$ cat config.mk
export PLATFORM = sky130hd
export DESIGN_NAME = apcr_bank
export DESIGN_NICKNAME = d
export VERILOG_FILES = /design/src/logic/apcr_pkg.sv /design/src/logic/apcr_bank.sv
export VERILOG_INCLUDE_DIRS = /design/src /design/src/logic
export SDC_FILE = /design/constraint.sdc
export NUM_CORES = 1
export LEC_CHECK = 0
export BUFFER_PORTS_ARGS = -buffer_cell sky130_fd_sc_hd__clkbuf_2
export CORE_MARGIN = 2
export CORE_UTILIZATION = 53
export CTS_CLUSTER_SIZE = 10
export DETAILED_ROUTE_END_ITERATION = 6
export GPL_TIMING_DRIVEN = 1
export PLACE_DENSITY = 0.8
export SLEW_MARGIN = 10
export SYNTH_ARGS = -nofsm -noshare
export SYNTH_HDL_FRONTEND = slang
export SYNTH_SLANG_ARGS = --single-unit
$ cat constraint.sdc
create_clock -name clk_i -period 5.67 [get_ports clk_i]
set_clock_uncertainty 0.1 [all_clocks]
set_input_delay 0.2835 -clock clk_i [delete_from_list [all_inputs] [get_ports clk_i]]
set_output_delay 0.2835 -clock clk_i [all_outputs]
set_load 0.02 [all_outputs]
$ cat src/logic/apcr_map.svh
// apcr_map.svh: offsets, masks, reset values and decode figures of the audio control register bank
// assumes it is included by bare name by the design file, the host model and the bench
`ifndef APCR_MAP_SVH
`define APCR_MAP_SVH

// ==========================================================================
// register offsets on the serial control interface
`define APCR_OFS_RIGHT_MIC 8'h06
`define APCR_OFS_LEFT_MIC 8'h07
`define APCR_OFS_RIGHT_LINE 8'h0A
`define APCR_OFS_LEFT_LINE 8'h0B
`define APCR_OFS_LEFT_PLAY 8'h0C
`define APCR_OFS_RIGHT_PLAY 8'h0E
`define APCR_OFS_LEFT_REC 8'h0F
`define APCR_OFS_RIGHT_REC 8'h10
`define APCR_OFS_DIG_IF 8'h12
`define APCR_OFS_POWER 8'h14
`define APCR_OFS_BLOCK 8'h15
`define APCR_OFS_MIXER 8'h16

// ==========================================================================
// writable bits; everything outside the mask is reserved
`define APCR_MASK_RIGHT_MIC 8'hFF
`define APCR_MASK_LEFT_MIC 8'hDF
`define APCR_MASK_RIGHT_LINE 8'hFF
`define APCR_MASK_LEFT_LINE 8'hFF
`define APCR_MASK_LEFT_PLAY 8'h3F
`define APCR_MASK_RIGHT_PLAY 8'h1F
`define APCR_MASK_LEFT_REC 8'hFF
`define APCR_MASK_RIGHT_REC 8'hDF
`define APCR_MASK_DIG_IF 8'hFF
`define APCR_MASK_POWER 8'hE5
`define APCR_MASK_BLOCK 8'hFF
`define APCR_MASK_MIXER 8'h5F

`define APCR_RESET_VALUE 8'h00

// ==========================================================================
// power-enable bit positions
`define APCR_PWR_ADC 7
`define APCR_PWR_DAC 6
`define APCR_PWR_GAIN_STAGE 5
`define APCR_PWR_LINE 2
`define APCR_PWR_MIC 0

// ==========================================================================
// decode figures; levels are in half-dB units, two's complement
`define APCR_ANALOG_BASE 8'hAF
`define APCR_ATTEN_BASE 8'hA0
`define APCR_STEP_HALF_DB 8'h03
`define APCR_PREAMP_DB_0 6'h1E
`define APCR_PREAMP_DB_1 6'h24
`define APCR_PREAMP_DB_2 6'h2A
`define APCR_FADE_MS_0 4'h2
`define APCR_FADE_MS_1 4'h4
`define APCR_FADE_MS_2 4'h8
`define APCR_RATE_DIV_0 3'h2
`define APCR_RATE_DIV_1 3'h4
`define APCR_RATE_DIV_2 3'h1
`define APCR_RATIO_DEN_0 6'h11
`define APCR_RATIO_DEN_1 6'h16
`define APCR_RATIO_DEN_2 6'h1B
`define APCR_RATIO_DEN_3 6'h20

`endif

$ cat src/logic/apcr_pkg.sv
// apcr_pkg: types of the audio control register bank
// assumes apcr_map.svh is on the include path
`default_nettype none

package apcr_pkg;

  // ========================================================================
  // register image
  typedef struct packed {
    logic [7:0] right_microphone_gain;
    logic [7:0] left_microphone_gain;
    logic [7:0] right_line_input_gain;
    logic [7:0] left_line_input_gain;
    logic [7:0] left_playback_level;
    logic [7:0] right_playback_level;
    logic [7:0] left_record_level;
    logic [7:0] right_record_level;
    logic [7:0] digital_audio_interface_ctrl;
    logic [7:0] audio_power_enables;
    logic [7:0] audio_block_controls;
    logic [7:0] mixer_routing_controls;
  } apcr_regs_s;

  typedef enum logic [1:0] {
    APCR_SRC_MIC,
    APCR_SRC_LINE1,
    APCR_SRC_LINE2,
    APCR_SRC_MIXER
  } apcr_src_e;

  // ========================================================================
  // decoded controls for the analog and digital audio paths
  typedef struct packed {
    logic mic_single_ended;
    logic [5:0] preamp_gain_db;
    logic signed [7:0] right_microphone_level;
    logic signed [7:0] left_microphone_level;
    logic microphone_supply_disable;
    logic mic_mute;
    logic line_input_quality;
    logic line_input_stereo_or_mono;
    logic signed [7:0] right_line_level;
    logic signed [7:0] left_line_level;
    logic right_line_pass;
    logic left_line_pass;
    logic left_playback_pass;
    logic left_record_pass;
    apcr_src_e record_source_select;
    logic [2:0] record_rate_divider;
    logic mclk_from_pin;
    logic record_loopback;
    logic digital_attenuation_enable;
    logic signed [7:0] serial_audio_input_gain;
    logic power_record;
    logic power_playback;
    logic playback_gain_stage_power;
    logic power_line;
    logic power_mic;
    logic bias_disable;
    logic summing_stage_power_down;
    logic summing_limiter_disable;
    logic fade_off;
    logic [3:0] fade_step_ms;
    logic [1:0] microphone_supply_ratio;
    logic [5:0] supply_ratio_denominator;
    logic microphone_to_summer_disable;
    logic record_to_summer_enable;
    logic line_to_summer_disable;
  } apcr_ctrl_s;

  typedef struct packed {
    apcr_regs_s regs;
    apcr_ctrl_s ctrl;
    logic [7:0] rd_data;
  } apcr_state_s;

endpackage : apcr_pkg

`default_nettype wire

$ cat src/logic/apcr_bank.sv
// apcr_bank: audio path control register bank behind the two-wire control interface
// assumes the serial interface hands over whole bytes as one-cycle strobes in the clk_i domain
// and that reset_i is driven by the analog supply power-on reset
//
// Functional notes
// - right mic bit7 picks differential or single-ended
// - preamp code 00/01/10 gives 30/36/42 dB
// - analog volumes: 1.5 dB steps, -40.5 to +6
// - left mic bit7 set disables mic supply
// - left mic bit6 set mutes microphone input
// - gated gain registers clear when block disabled
// - writes to disabled line, playback, record gain registers ignored
// - all registers clear on supply power-on reset
// - right line bit7 picks high-quality line input
// - active-low mute bits pass signal when set
// - left line bit6 picks stereo or dual mono
// - record source: mic, line1, line2, mixer
// - record rate: frame/2, frame/4, or undivided
// - interface bit7 picks external master clock pin
// - interface bit6 loops record data to playback
// - interface bit5 enables digital attenuation
// - attenuation 1.5 dB steps, -48 to -1.5
// - power bits enable record, playback, stage, line, mic
// - block bits disable bias, mixer, limiter
// - fade step 2/4/8 ms or fading off
// - mic supply ratio 20/17, 20/22, 20/27, 20/32
// - mixer routing bits for mic, record, line
`default_nettype none

`include "apcr_map.svh"

module apcr_bank (
  input wire logic clk_i,
  input wire logic reset_i,
  input wire logic wr_en_i,
  input wire logic [7:0] wr_addr_i,
  input wire logic [7:0] wr_data_i,
  input wire logic rd_en_i,
  input wire logic [7:0] rd_addr_i,
  output logic [7:0] rd_data_o,
  output apcr_pkg::apcr_regs_s regs_o,
  output apcr_pkg::apcr_ctrl_s ctrl_o
);

  apcr_pkg::apcr_state_s st_ff;
  apcr_pkg::apcr_state_s nxt_st;

  // ========================================================================
  // helpers
  function automatic logic signed [7:0] half_db(input logic [4:0] code, input logic [7:0] base);
    half_db = $signed(8'({3'h0, code} * `APCR_STEP_HALF_DB) + base);
  endfunction : half_db

  function automatic logic [7:0] masked(input logic [7:0] old_v, input logic [7:0] new_v,
                                        input logic [7:0] mask);
    masked = (new_v & mask) | (old_v & ~mask);
  endfunction : masked

  function automatic logic [7:0] read_byte(input apcr_pkg::apcr_regs_s r, input logic [7:0] a);
    if (a == `APCR_OFS_RIGHT_MIC)
      read_byte = r.right_microphone_gain;
    else if (a == `APCR_OFS_LEFT_MIC)
      read_byte = r.left_microphone_gain;
    else if (a == `APCR_OFS_RIGHT_LINE)
      read_byte = r.right_line_input_gain;
    else if (a == `APCR_OFS_LEFT_LINE)
      read_byte = r.left_line_input_gain;
    else if (a == `APCR_OFS_LEFT_PLAY)
      read_byte = r.left_playback_level;
    else if (a == `APCR_OFS_RIGHT_PLAY)
      read_byte = r.right_playback_level;
    else if (a == `APCR_OFS_LEFT_REC)
      read_byte = r.left_record_level;
    else if (a == `APCR_OFS_RIGHT_REC)
      read_byte = r.right_record_level;
    else if (a == `APCR_OFS_DIG_IF)
      read_byte = r.digital_audio_interface_ctrl;
    else if (a == `APCR_OFS_POWER)
      read_byte = r.audio_power_enables;
    else if (a == `APCR_OFS_BLOCK)
      read_byte = r.audio_block_controls;
    else if (a == `APCR_OFS_MIXER)
      read_byte = r.mixer_routing_controls;
    else
      read_byte = 8'h00;
  endfunction : read_byte

  // ========================================================================
  // next state
  always_comb
  begin
    logic line_on;
    logic play_on;
    logic rec_on;
    apcr_pkg::apcr_regs_s r;
    line_on = st_ff.regs.audio_power_enables[`APCR_PWR_LINE];
    play_on = st_ff.regs.audio_power_enables[`APCR_PWR_DAC];
    rec_on = st_ff.regs.audio_power_enables[`APCR_PWR_ADC];
    nxt_st = st_ff;
    r = st_ff.regs;

    // masks keep reserved bits at zero whatever is written
    if (wr_en_i)
    begin
      if (wr_addr_i == `APCR_OFS_RIGHT_MIC)
        r.right_microphone_gain = masked(r.right_microphone_gain, wr_data_i, `APCR_MASK_RIGHT_MIC);
      else if (wr_addr_i == `APCR_OFS_LEFT_MIC)
        r.left_microphone_gain = masked(r.left_microphone_gain, wr_data_i, `APCR_MASK_LEFT_MIC);
      else if (wr_addr_i == `APCR_OFS_RIGHT_LINE && line_on)
        r.right_line_input_gain = masked(r.right_line_input_gain, wr_data_i, `APCR_MASK_RIGHT_LINE);
      else if (wr_addr_i == `APCR_OFS_LEFT_LINE && line_on)
        r.left_line_input_gain = masked(r.left_line_input_gain, wr_data_i, `APCR_MASK_LEFT_LINE);
      else if (wr_addr_i == `APCR_OFS_LEFT_PLAY && play_on)
        r.left_playback_level = masked(r.left_playback_level, wr_data_i, `APCR_MASK_LEFT_PLAY);
      else if (wr_addr_i == `APCR_OFS_RIGHT_PLAY && play_on)
        r.right_playback_level = masked(r.right_playback_level, wr_data_i, `APCR_MASK_RIGHT_PLAY);
      else if (wr_addr_i == `APCR_OFS_LEFT_REC && rec_on)
        r.left_record_level = masked(r.left_record_level, wr_data_i, `APCR_MASK_LEFT_REC);
      else if (wr_addr_i == `APCR_OFS_RIGHT_REC && rec_on)
        r.right_record_level = masked(r.right_record_level, wr_data_i, `APCR_MASK_RIGHT_REC);
      else if (wr_addr_i == `APCR_OFS_DIG_IF)
        r.digital_audio_interface_ctrl = masked(r.digital_audio_interface_ctrl, wr_data_i, `APCR_MASK_DIG_IF);
      else if (wr_addr_i == `APCR_OFS_POWER)
        r.audio_power_enables = masked(r.audio_power_enables, wr_data_i, `APCR_MASK_POWER);
      else if (wr_addr_i == `APCR_OFS_BLOCK)
        r.audio_block_controls = masked(r.audio_block_controls, wr_data_i, `APCR_MASK_BLOCK);
      else if (wr_addr_i == `APCR_OFS_MIXER)
        r.mixer_routing_controls = masked(r.mixer_routing_controls, wr_data_i, `APCR_MASK_MIXER);
    end

    // disabled blocks are held at default; the clear lands one cycle after the enable drops
    if (!line_on)
    begin
      r.right_line_input_gain = `APCR_RESET_VALUE;
      r.left_line_input_gain = `APCR_RESET_VALUE;
    end
    if (!play_on)
    begin
      r.left_playback_level = `APCR_RESET_VALUE;
      r.right_playback_level = `APCR_RESET_VALUE;
    end
    if (!rec_on)
    begin
      r.left_record_level = `APCR_RESET_VALUE;
      r.right_record_level = `APCR_RESET_VALUE;
    end
    nxt_st.regs = r;

    // reads see the image before any same-cycle write
    if (rd_en_i)
      nxt_st.rd_data = read_byte(st_ff.regs, rd_addr_i);

    // decode from the new image so fields and controls move on the same edge
    nxt_st.ctrl.mic_single_ended = r.right_microphone_gain[7];
    case (r.right_microphone_gain[6:5])
      2'h0: nxt_st.ctrl.preamp_gain_db = `APCR_PREAMP_DB_0;
      2'h1: nxt_st.ctrl.preamp_gain_db = `APCR_PREAMP_DB_1;
      2'h2: nxt_st.ctrl.preamp_gain_db = `APCR_PREAMP_DB_2;
      // reserved code: hold the lowest gain rather than an undefined one
      default: nxt_st.ctrl.preamp_gain_db = `APCR_PREAMP_DB_0;
    endcase
    nxt_st.ctrl.right_microphone_level = half_db(r.right_microphone_gain[4:0], `APCR_ANALOG_BASE);
    nxt_st.ctrl.left_microphone_level = half_db(r.left_microphone_gain[4:0], `APCR_ANALOG_BASE);
    nxt_st.ctrl.microphone_supply_disable = r.left_microphone_gain[7];
    nxt_st.ctrl.mic_mute = r.left_microphone_gain[6];
    nxt_st.ctrl.line_input_quality = r.right_line_input_gain[7];
    nxt_st.ctrl.line_input_stereo_or_mono = r.left_line_input_gain[6];
    nxt_st.ctrl.right_line_level = half_db(r.right_line_input_gain[4:0], `APCR_ANALOG_BASE);
    nxt_st.ctrl.left_line_level = half_db(r.left_line_input_gain[4:0], `APCR_ANALOG_BASE);
    nxt_st.ctrl.right_line_pass = r.right_line_input_gain[5];
    nxt_st.ctrl.left_line_pass = r.left_line_input_gain[5];
    nxt_st.ctrl.left_playback_pass = r.left_playback_level[5];
    nxt_st.ctrl.left_record_pass = r.left_record_level[5];
    nxt_st.ctrl.record_source_select = apcr_pkg::apcr_src_e'(r.right_record_level[7:6]);
    case (r.left_record_level[7:6])
      2'h0: nxt_st.ctrl.record_rate_divider = `APCR_RATE_DIV_0;
      2'h1: nxt_st.ctrl.record_rate_divider = `APCR_RATE_DIV_1;
      default: nxt_st.ctrl.record_rate_divider = `APCR_RATE_DIV_2;
    endcase
    nxt_st.ctrl.mclk_from_pin = r.digital_audio_interface_ctrl[7];
    nxt_st.ctrl.record_loopback = r.digital_audio_interface_ctrl[6];
    nxt_st.ctrl.digital_attenuation_enable = r.digital_audio_interface_ctrl[5];
    // bypass shows as unity gain on the serial input path
    if (r.digital_audio_interface_ctrl[5])
      nxt_st.ctrl.serial_audio_input_gain = half_db(r.digital_audio_interface_ctrl[4:0], `APCR_ATTEN_BASE);
    else
      nxt_st.ctrl.serial_audio_input_gain = 8'sh00;
    nxt_st.ctrl.power_record = r.audio_power_enables[`APCR_PWR_ADC];
    nxt_st.ctrl.power_playback = r.audio_power_enables[`APCR_PWR_DAC];
    nxt_st.ctrl.playback_gain_stage_power = r.audio_power_enables[`APCR_PWR_GAIN_STAGE];
    nxt_st.ctrl.power_line = r.audio_power_enables[`APCR_PWR_LINE];
    nxt_st.ctrl.power_mic = r.audio_power_enables[`APCR_PWR_MIC];
    nxt_st.ctrl.bias_disable = r.audio_block_controls[7];
    nxt_st.ctrl.summing_stage_power_down = r.audio_block_controls[6];
    nxt_st.ctrl.summing_limiter_disable = r.audio_block_controls[5];
    nxt_st.ctrl.fade_off = (r.audio_block_controls[3:2] == 2'h3);
    case (r.audio_block_controls[3:2])
      2'h0: nxt_st.ctrl.fade_step_ms = `APCR_FADE_MS_0;
      2'h1: nxt_st.ctrl.fade_step_ms = `APCR_FADE_MS_1;
      2'h2: nxt_st.ctrl.fade_step_ms = `APCR_FADE_MS_2;
      default: nxt_st.ctrl.fade_step_ms = 4'h0;
    endcase
    nxt_st.ctrl.microphone_supply_ratio = r.audio_block_controls[1:0];
    case (r.audio_block_controls[1:0])
      2'h0: nxt_st.ctrl.supply_ratio_denominator = `APCR_RATIO_DEN_0;
      2'h1: nxt_st.ctrl.supply_ratio_denominator = `APCR_RATIO_DEN_1;
      2'h2: nxt_st.ctrl.supply_ratio_denominator = `APCR_RATIO_DEN_2;
      default: nxt_st.ctrl.supply_ratio_denominator = `APCR_RATIO_DEN_3;
    endcase
    nxt_st.ctrl.microphone_to_summer_disable = r.mixer_routing_controls[6];
    nxt_st.ctrl.record_to_summer_enable = r.mixer_routing_controls[4];
    nxt_st.ctrl.line_to_summer_disable = r.mixer_routing_controls[3];
  end

  // ========================================================================
  // state register; reset loads the decode of the all-zero image, not bare zeros,
  // so the analog path never sees 0 dB or a zero divider while the supply comes up
  always_ff @(posedge clk_i or posedge reset_i)
  begin
    if (reset_i)
    begin
      st_ff <= '0;
      st_ff.ctrl.preamp_gain_db <= `APCR_PREAMP_DB_0;
      st_ff.ctrl.right_microphone_level <= $signed(`APCR_ANALOG_BASE);
      st_ff.ctrl.left_microphone_level <= $signed(`APCR_ANALOG_BASE);
      st_ff.ctrl.right_line_level <= $signed(`APCR_ANALOG_BASE);
      st_ff.ctrl.left_line_level <= $signed(`APCR_ANALOG_BASE);
      st_ff.ctrl.record_rate_divider <= `APCR_RATE_DIV_0;
      st_ff.ctrl.fade_step_ms <= `APCR_FADE_MS_0;
      st_ff.ctrl.supply_ratio_denominator <= `APCR_RATIO_DEN_0;
    end
    else
      st_ff <= nxt_st;
  end

  assign rd_data_o = st_ff.rd_data;
  assign regs_o = st_ff.regs;
  assign ctrl_o = st_ff.ctrl;
endmodule : apcr_bank

`default_nettype wire

==> results.toml <==
[clocking]
clockBufferDepth = 2
post_cts_resized = 0
holdBufCountCts = 1
clk_latency_ns = 0.43
cts-root-buf = "clkbuf_16"
cts_made_buffers = 17
h-tree-depth = 4
cts_num_sinks = 149
cts_tree = "built"
clk_pin_slew_ns = 0.06
cts_setup_buffers = 0

[critical_path]
critical-path-max-stage-delay_ns = 0.68
reg2reg_to = "ctrl_o[50]"
critPathKind = "input port to register"
worstPathCellList = "clkbuf_2, nor4_2, nand3_1, mux2i_1, ha_1, inv_1, ha_1, a21o_1, a21oi_1, nor3b_1, nor2_1, xnor2_1"
arrival_ns = 3.55
endpoint_kind = "register"
crit_top_cell = "ha_1"
cpMaxStageDelayCell = "nor4_2"
crit_buf_inv = 2
regToRegSetupSlack_ns = 2.60
crit_fanout = 9
cp.required_ns = 5.92
path_delay_family = "simple AND/OR/NAND/NOR gates"
rr_worst_depth = 9
r2r-start = "regs_o[18]"
crit_path_start_kind = "input port"

[yosys]
synthTopCellsByArea = "dfrtp_1, dfstp_2, ha_1"
yosysSeqAreaShare_pct = 45.8
syn_avg_cell_area_um2 = 10.4
synth.cell_area_um2 = 8230
synth_cell_types = 72
yosysWarnings = 0
synth_cells = 792
synth_top_flop_cell = "dfrtp_1"
yosysTopAreaCellShare_pct = 35.9
synth_top_area_cell = "dfrtp_1"
ys_ff_latch = 149
async_flop_share_pct = 100
synth_edf_count = 0
synth_common_cells = "dfrtp_1, inv_1, nand2_1"
synth_most_common_cell = "dfrtp_1"

[timing]
maxSlewViolCount = 0
max_freq_mhz = 303
fin_crit_sh_pct = 58.1
relSlewSlack_pct = 41.9
setup_violations = 0
timing.hold.ws_ns = 0.110
rsz0062_at_grt = "no"
tightestPinTransition_ns = 0.866
setup_ws_ns = 2.38
min_period_ns = 3.30
hold_violations = 0
setup_tns_ns = 0

[grt]
grt_pass1_vias = 6279
grt-ovfl-total = 0
grt_pass1_wl_um = 35500
antenna_found_initial = 0
grt_start_max_net_pins = 99
gr-usage-all-layers_pct = 28.6

[placement]
dp.cells = 1125
io_buffers = 204
dp_hpwl_um = 16900
globalplace.congestion = 0.921
placed_area_um2 = 9120
dpl_worst_slack_ns = 1.99

[drt]
drtIter0Drc = 500
drt-total-wl_um = 23000
via_per_inst = 5.80
ant_nets = 0
dr.pass1.iters = 5
wl_per_cell_um = 19.9
num_vias = 6716
drc_errors = 0

[cells_and_area]
synthToLayoutAreaGrowth_pct = 19.0
drive_above_1_share_pct = 32.6
final_core_util_pct = 64.4
fin_area_um2 = 9780
n_antenna_cell = 0
nets = 1034
fin_cells = 1158

[run_status]
outcome = "finished, final reports clean"

[floorplan]
die_area_um2 = 16500
die_y_um = 129
start_util_pct = 54.1
coreArea_um2 = 15200
chipWidth_um = 129
floorplan.rows = 45
num_io_pins = 219

[hold_path]
min_to = "rd_data_o[5]"
hp-start = "rd_en_i"
worstHoldPathCells = 2
hp-class = "input port to register"

[pwr]
peakVddDrop_mv = 0.201
power_density_nw_per_um2 = 278
power_mw = 2.72
p_leak_nw = 4.96

[flow_run]
max_cap_viol_count = 0
## cell families after synthesis
logic type | after synthesis | share of synthesized area [%]
flops | 149 | 45.8
other cells | 1 | 0.0456
fa+ha+maj | 49 | 7.54
mux | 83 | 10.6
compound gates | 142 | 12.1
buf+inv | 138 | 8.31
xor+xnor | 19 | 2.02
simple gates | 211 | 13.5
## how the worst max path moves through the flow
stage,start,to,slack [ns],depth (start not counted)
floorplan,reset_i,ctrl_o[13],1.33,1
global placement,wr_addr_i[5],ctrl_o[78],2.10,12
detailed placement,wr_addr_i[5],ctrl_o[78],1.99,12
CTS,wr_addr_i[5],ctrl_o[78],2.42,12
global route,wr_addr_i[5],ctrl_o[78],2.05,12
finish,wr_addr_i[5],ctrl_o[78],2.38,12
## where the power goes
group	internal (mW)	total (mW)	leakage, nW	switching [mW]
registers	1.11	1.15	1.95	0.0309
clock network	0.804	1.25	0.313	0.446
logic	0.100	0.320	2.70	0.220
total	2.02	2.72	4.96	0.697
## per-layer routing
| metal | up-vias | share of wire, % | wire length [µm] | track usage (%) |
|---|---|---|---|---|
| met5 | - | 0 | 0 | 0 |
| met4 | 0 | 2.9 | 663 | 11.3 |
| met3 | 48 | 7.7 | 1780 | 6.40 |
| met2 | 322 | 47 | 10700 | 44.6 |
| met1 | 3277 | 43 | 9870 | 39.1 |
| li1 | 3069 | - | - | - |
## layout by cell type (no fill, tap or decap), types with 4 or more instances in the layout
cell       netlist  final
dfrtp_1        118    118
ha_1            48     48
o21ai_0         21     21
nor4b_1          4      4
nand2b_1         7      7
a22oi_1          4      4
o2111ai_1        7      7
dfstp_2         31     31
nand3_1         16     16
nand4_1          6      6
mux2i_1         50     50
conb_1           1     14
clkbuf_16        0     17
clkbuf_2         0    204
xor2_1           5      5
a21oi_1         29     29
a21o_1           9      9
o22ai_1          5      5
or3_1            6      6
bufinv_16        0      5
a31oi_1          5      5
mux2_2          33     33
a32oi_1          4      4
nor2b_1         35     35
nor3b_1          4      4
o211ai_1         7      7
inv_1           62     61
nand3b_1         5      5
nand2_1         53     53
nor3_1          12     12
nor2_1          42     42
a221oi_1         7      7
o31ai_1          9      9
a21boi_0         7      7
xnor2_1         14     14
## cell type report
cell class              instances  area (µm²)
fillers                      1247        5420
multi-input cells             518        3830
flip-flops and latches        149        3770
repair buffers                208        1050
clock buffers                  20         457
inverters                      63         241
well taps                     188         235
clock inverters                12         200
## state kept, by name, indices dropped and copies added, names as in the netlist
register	cells
regs_o	81
ctrl_o	60
rd_data_o	8
(Power assumes the default switching activity.)
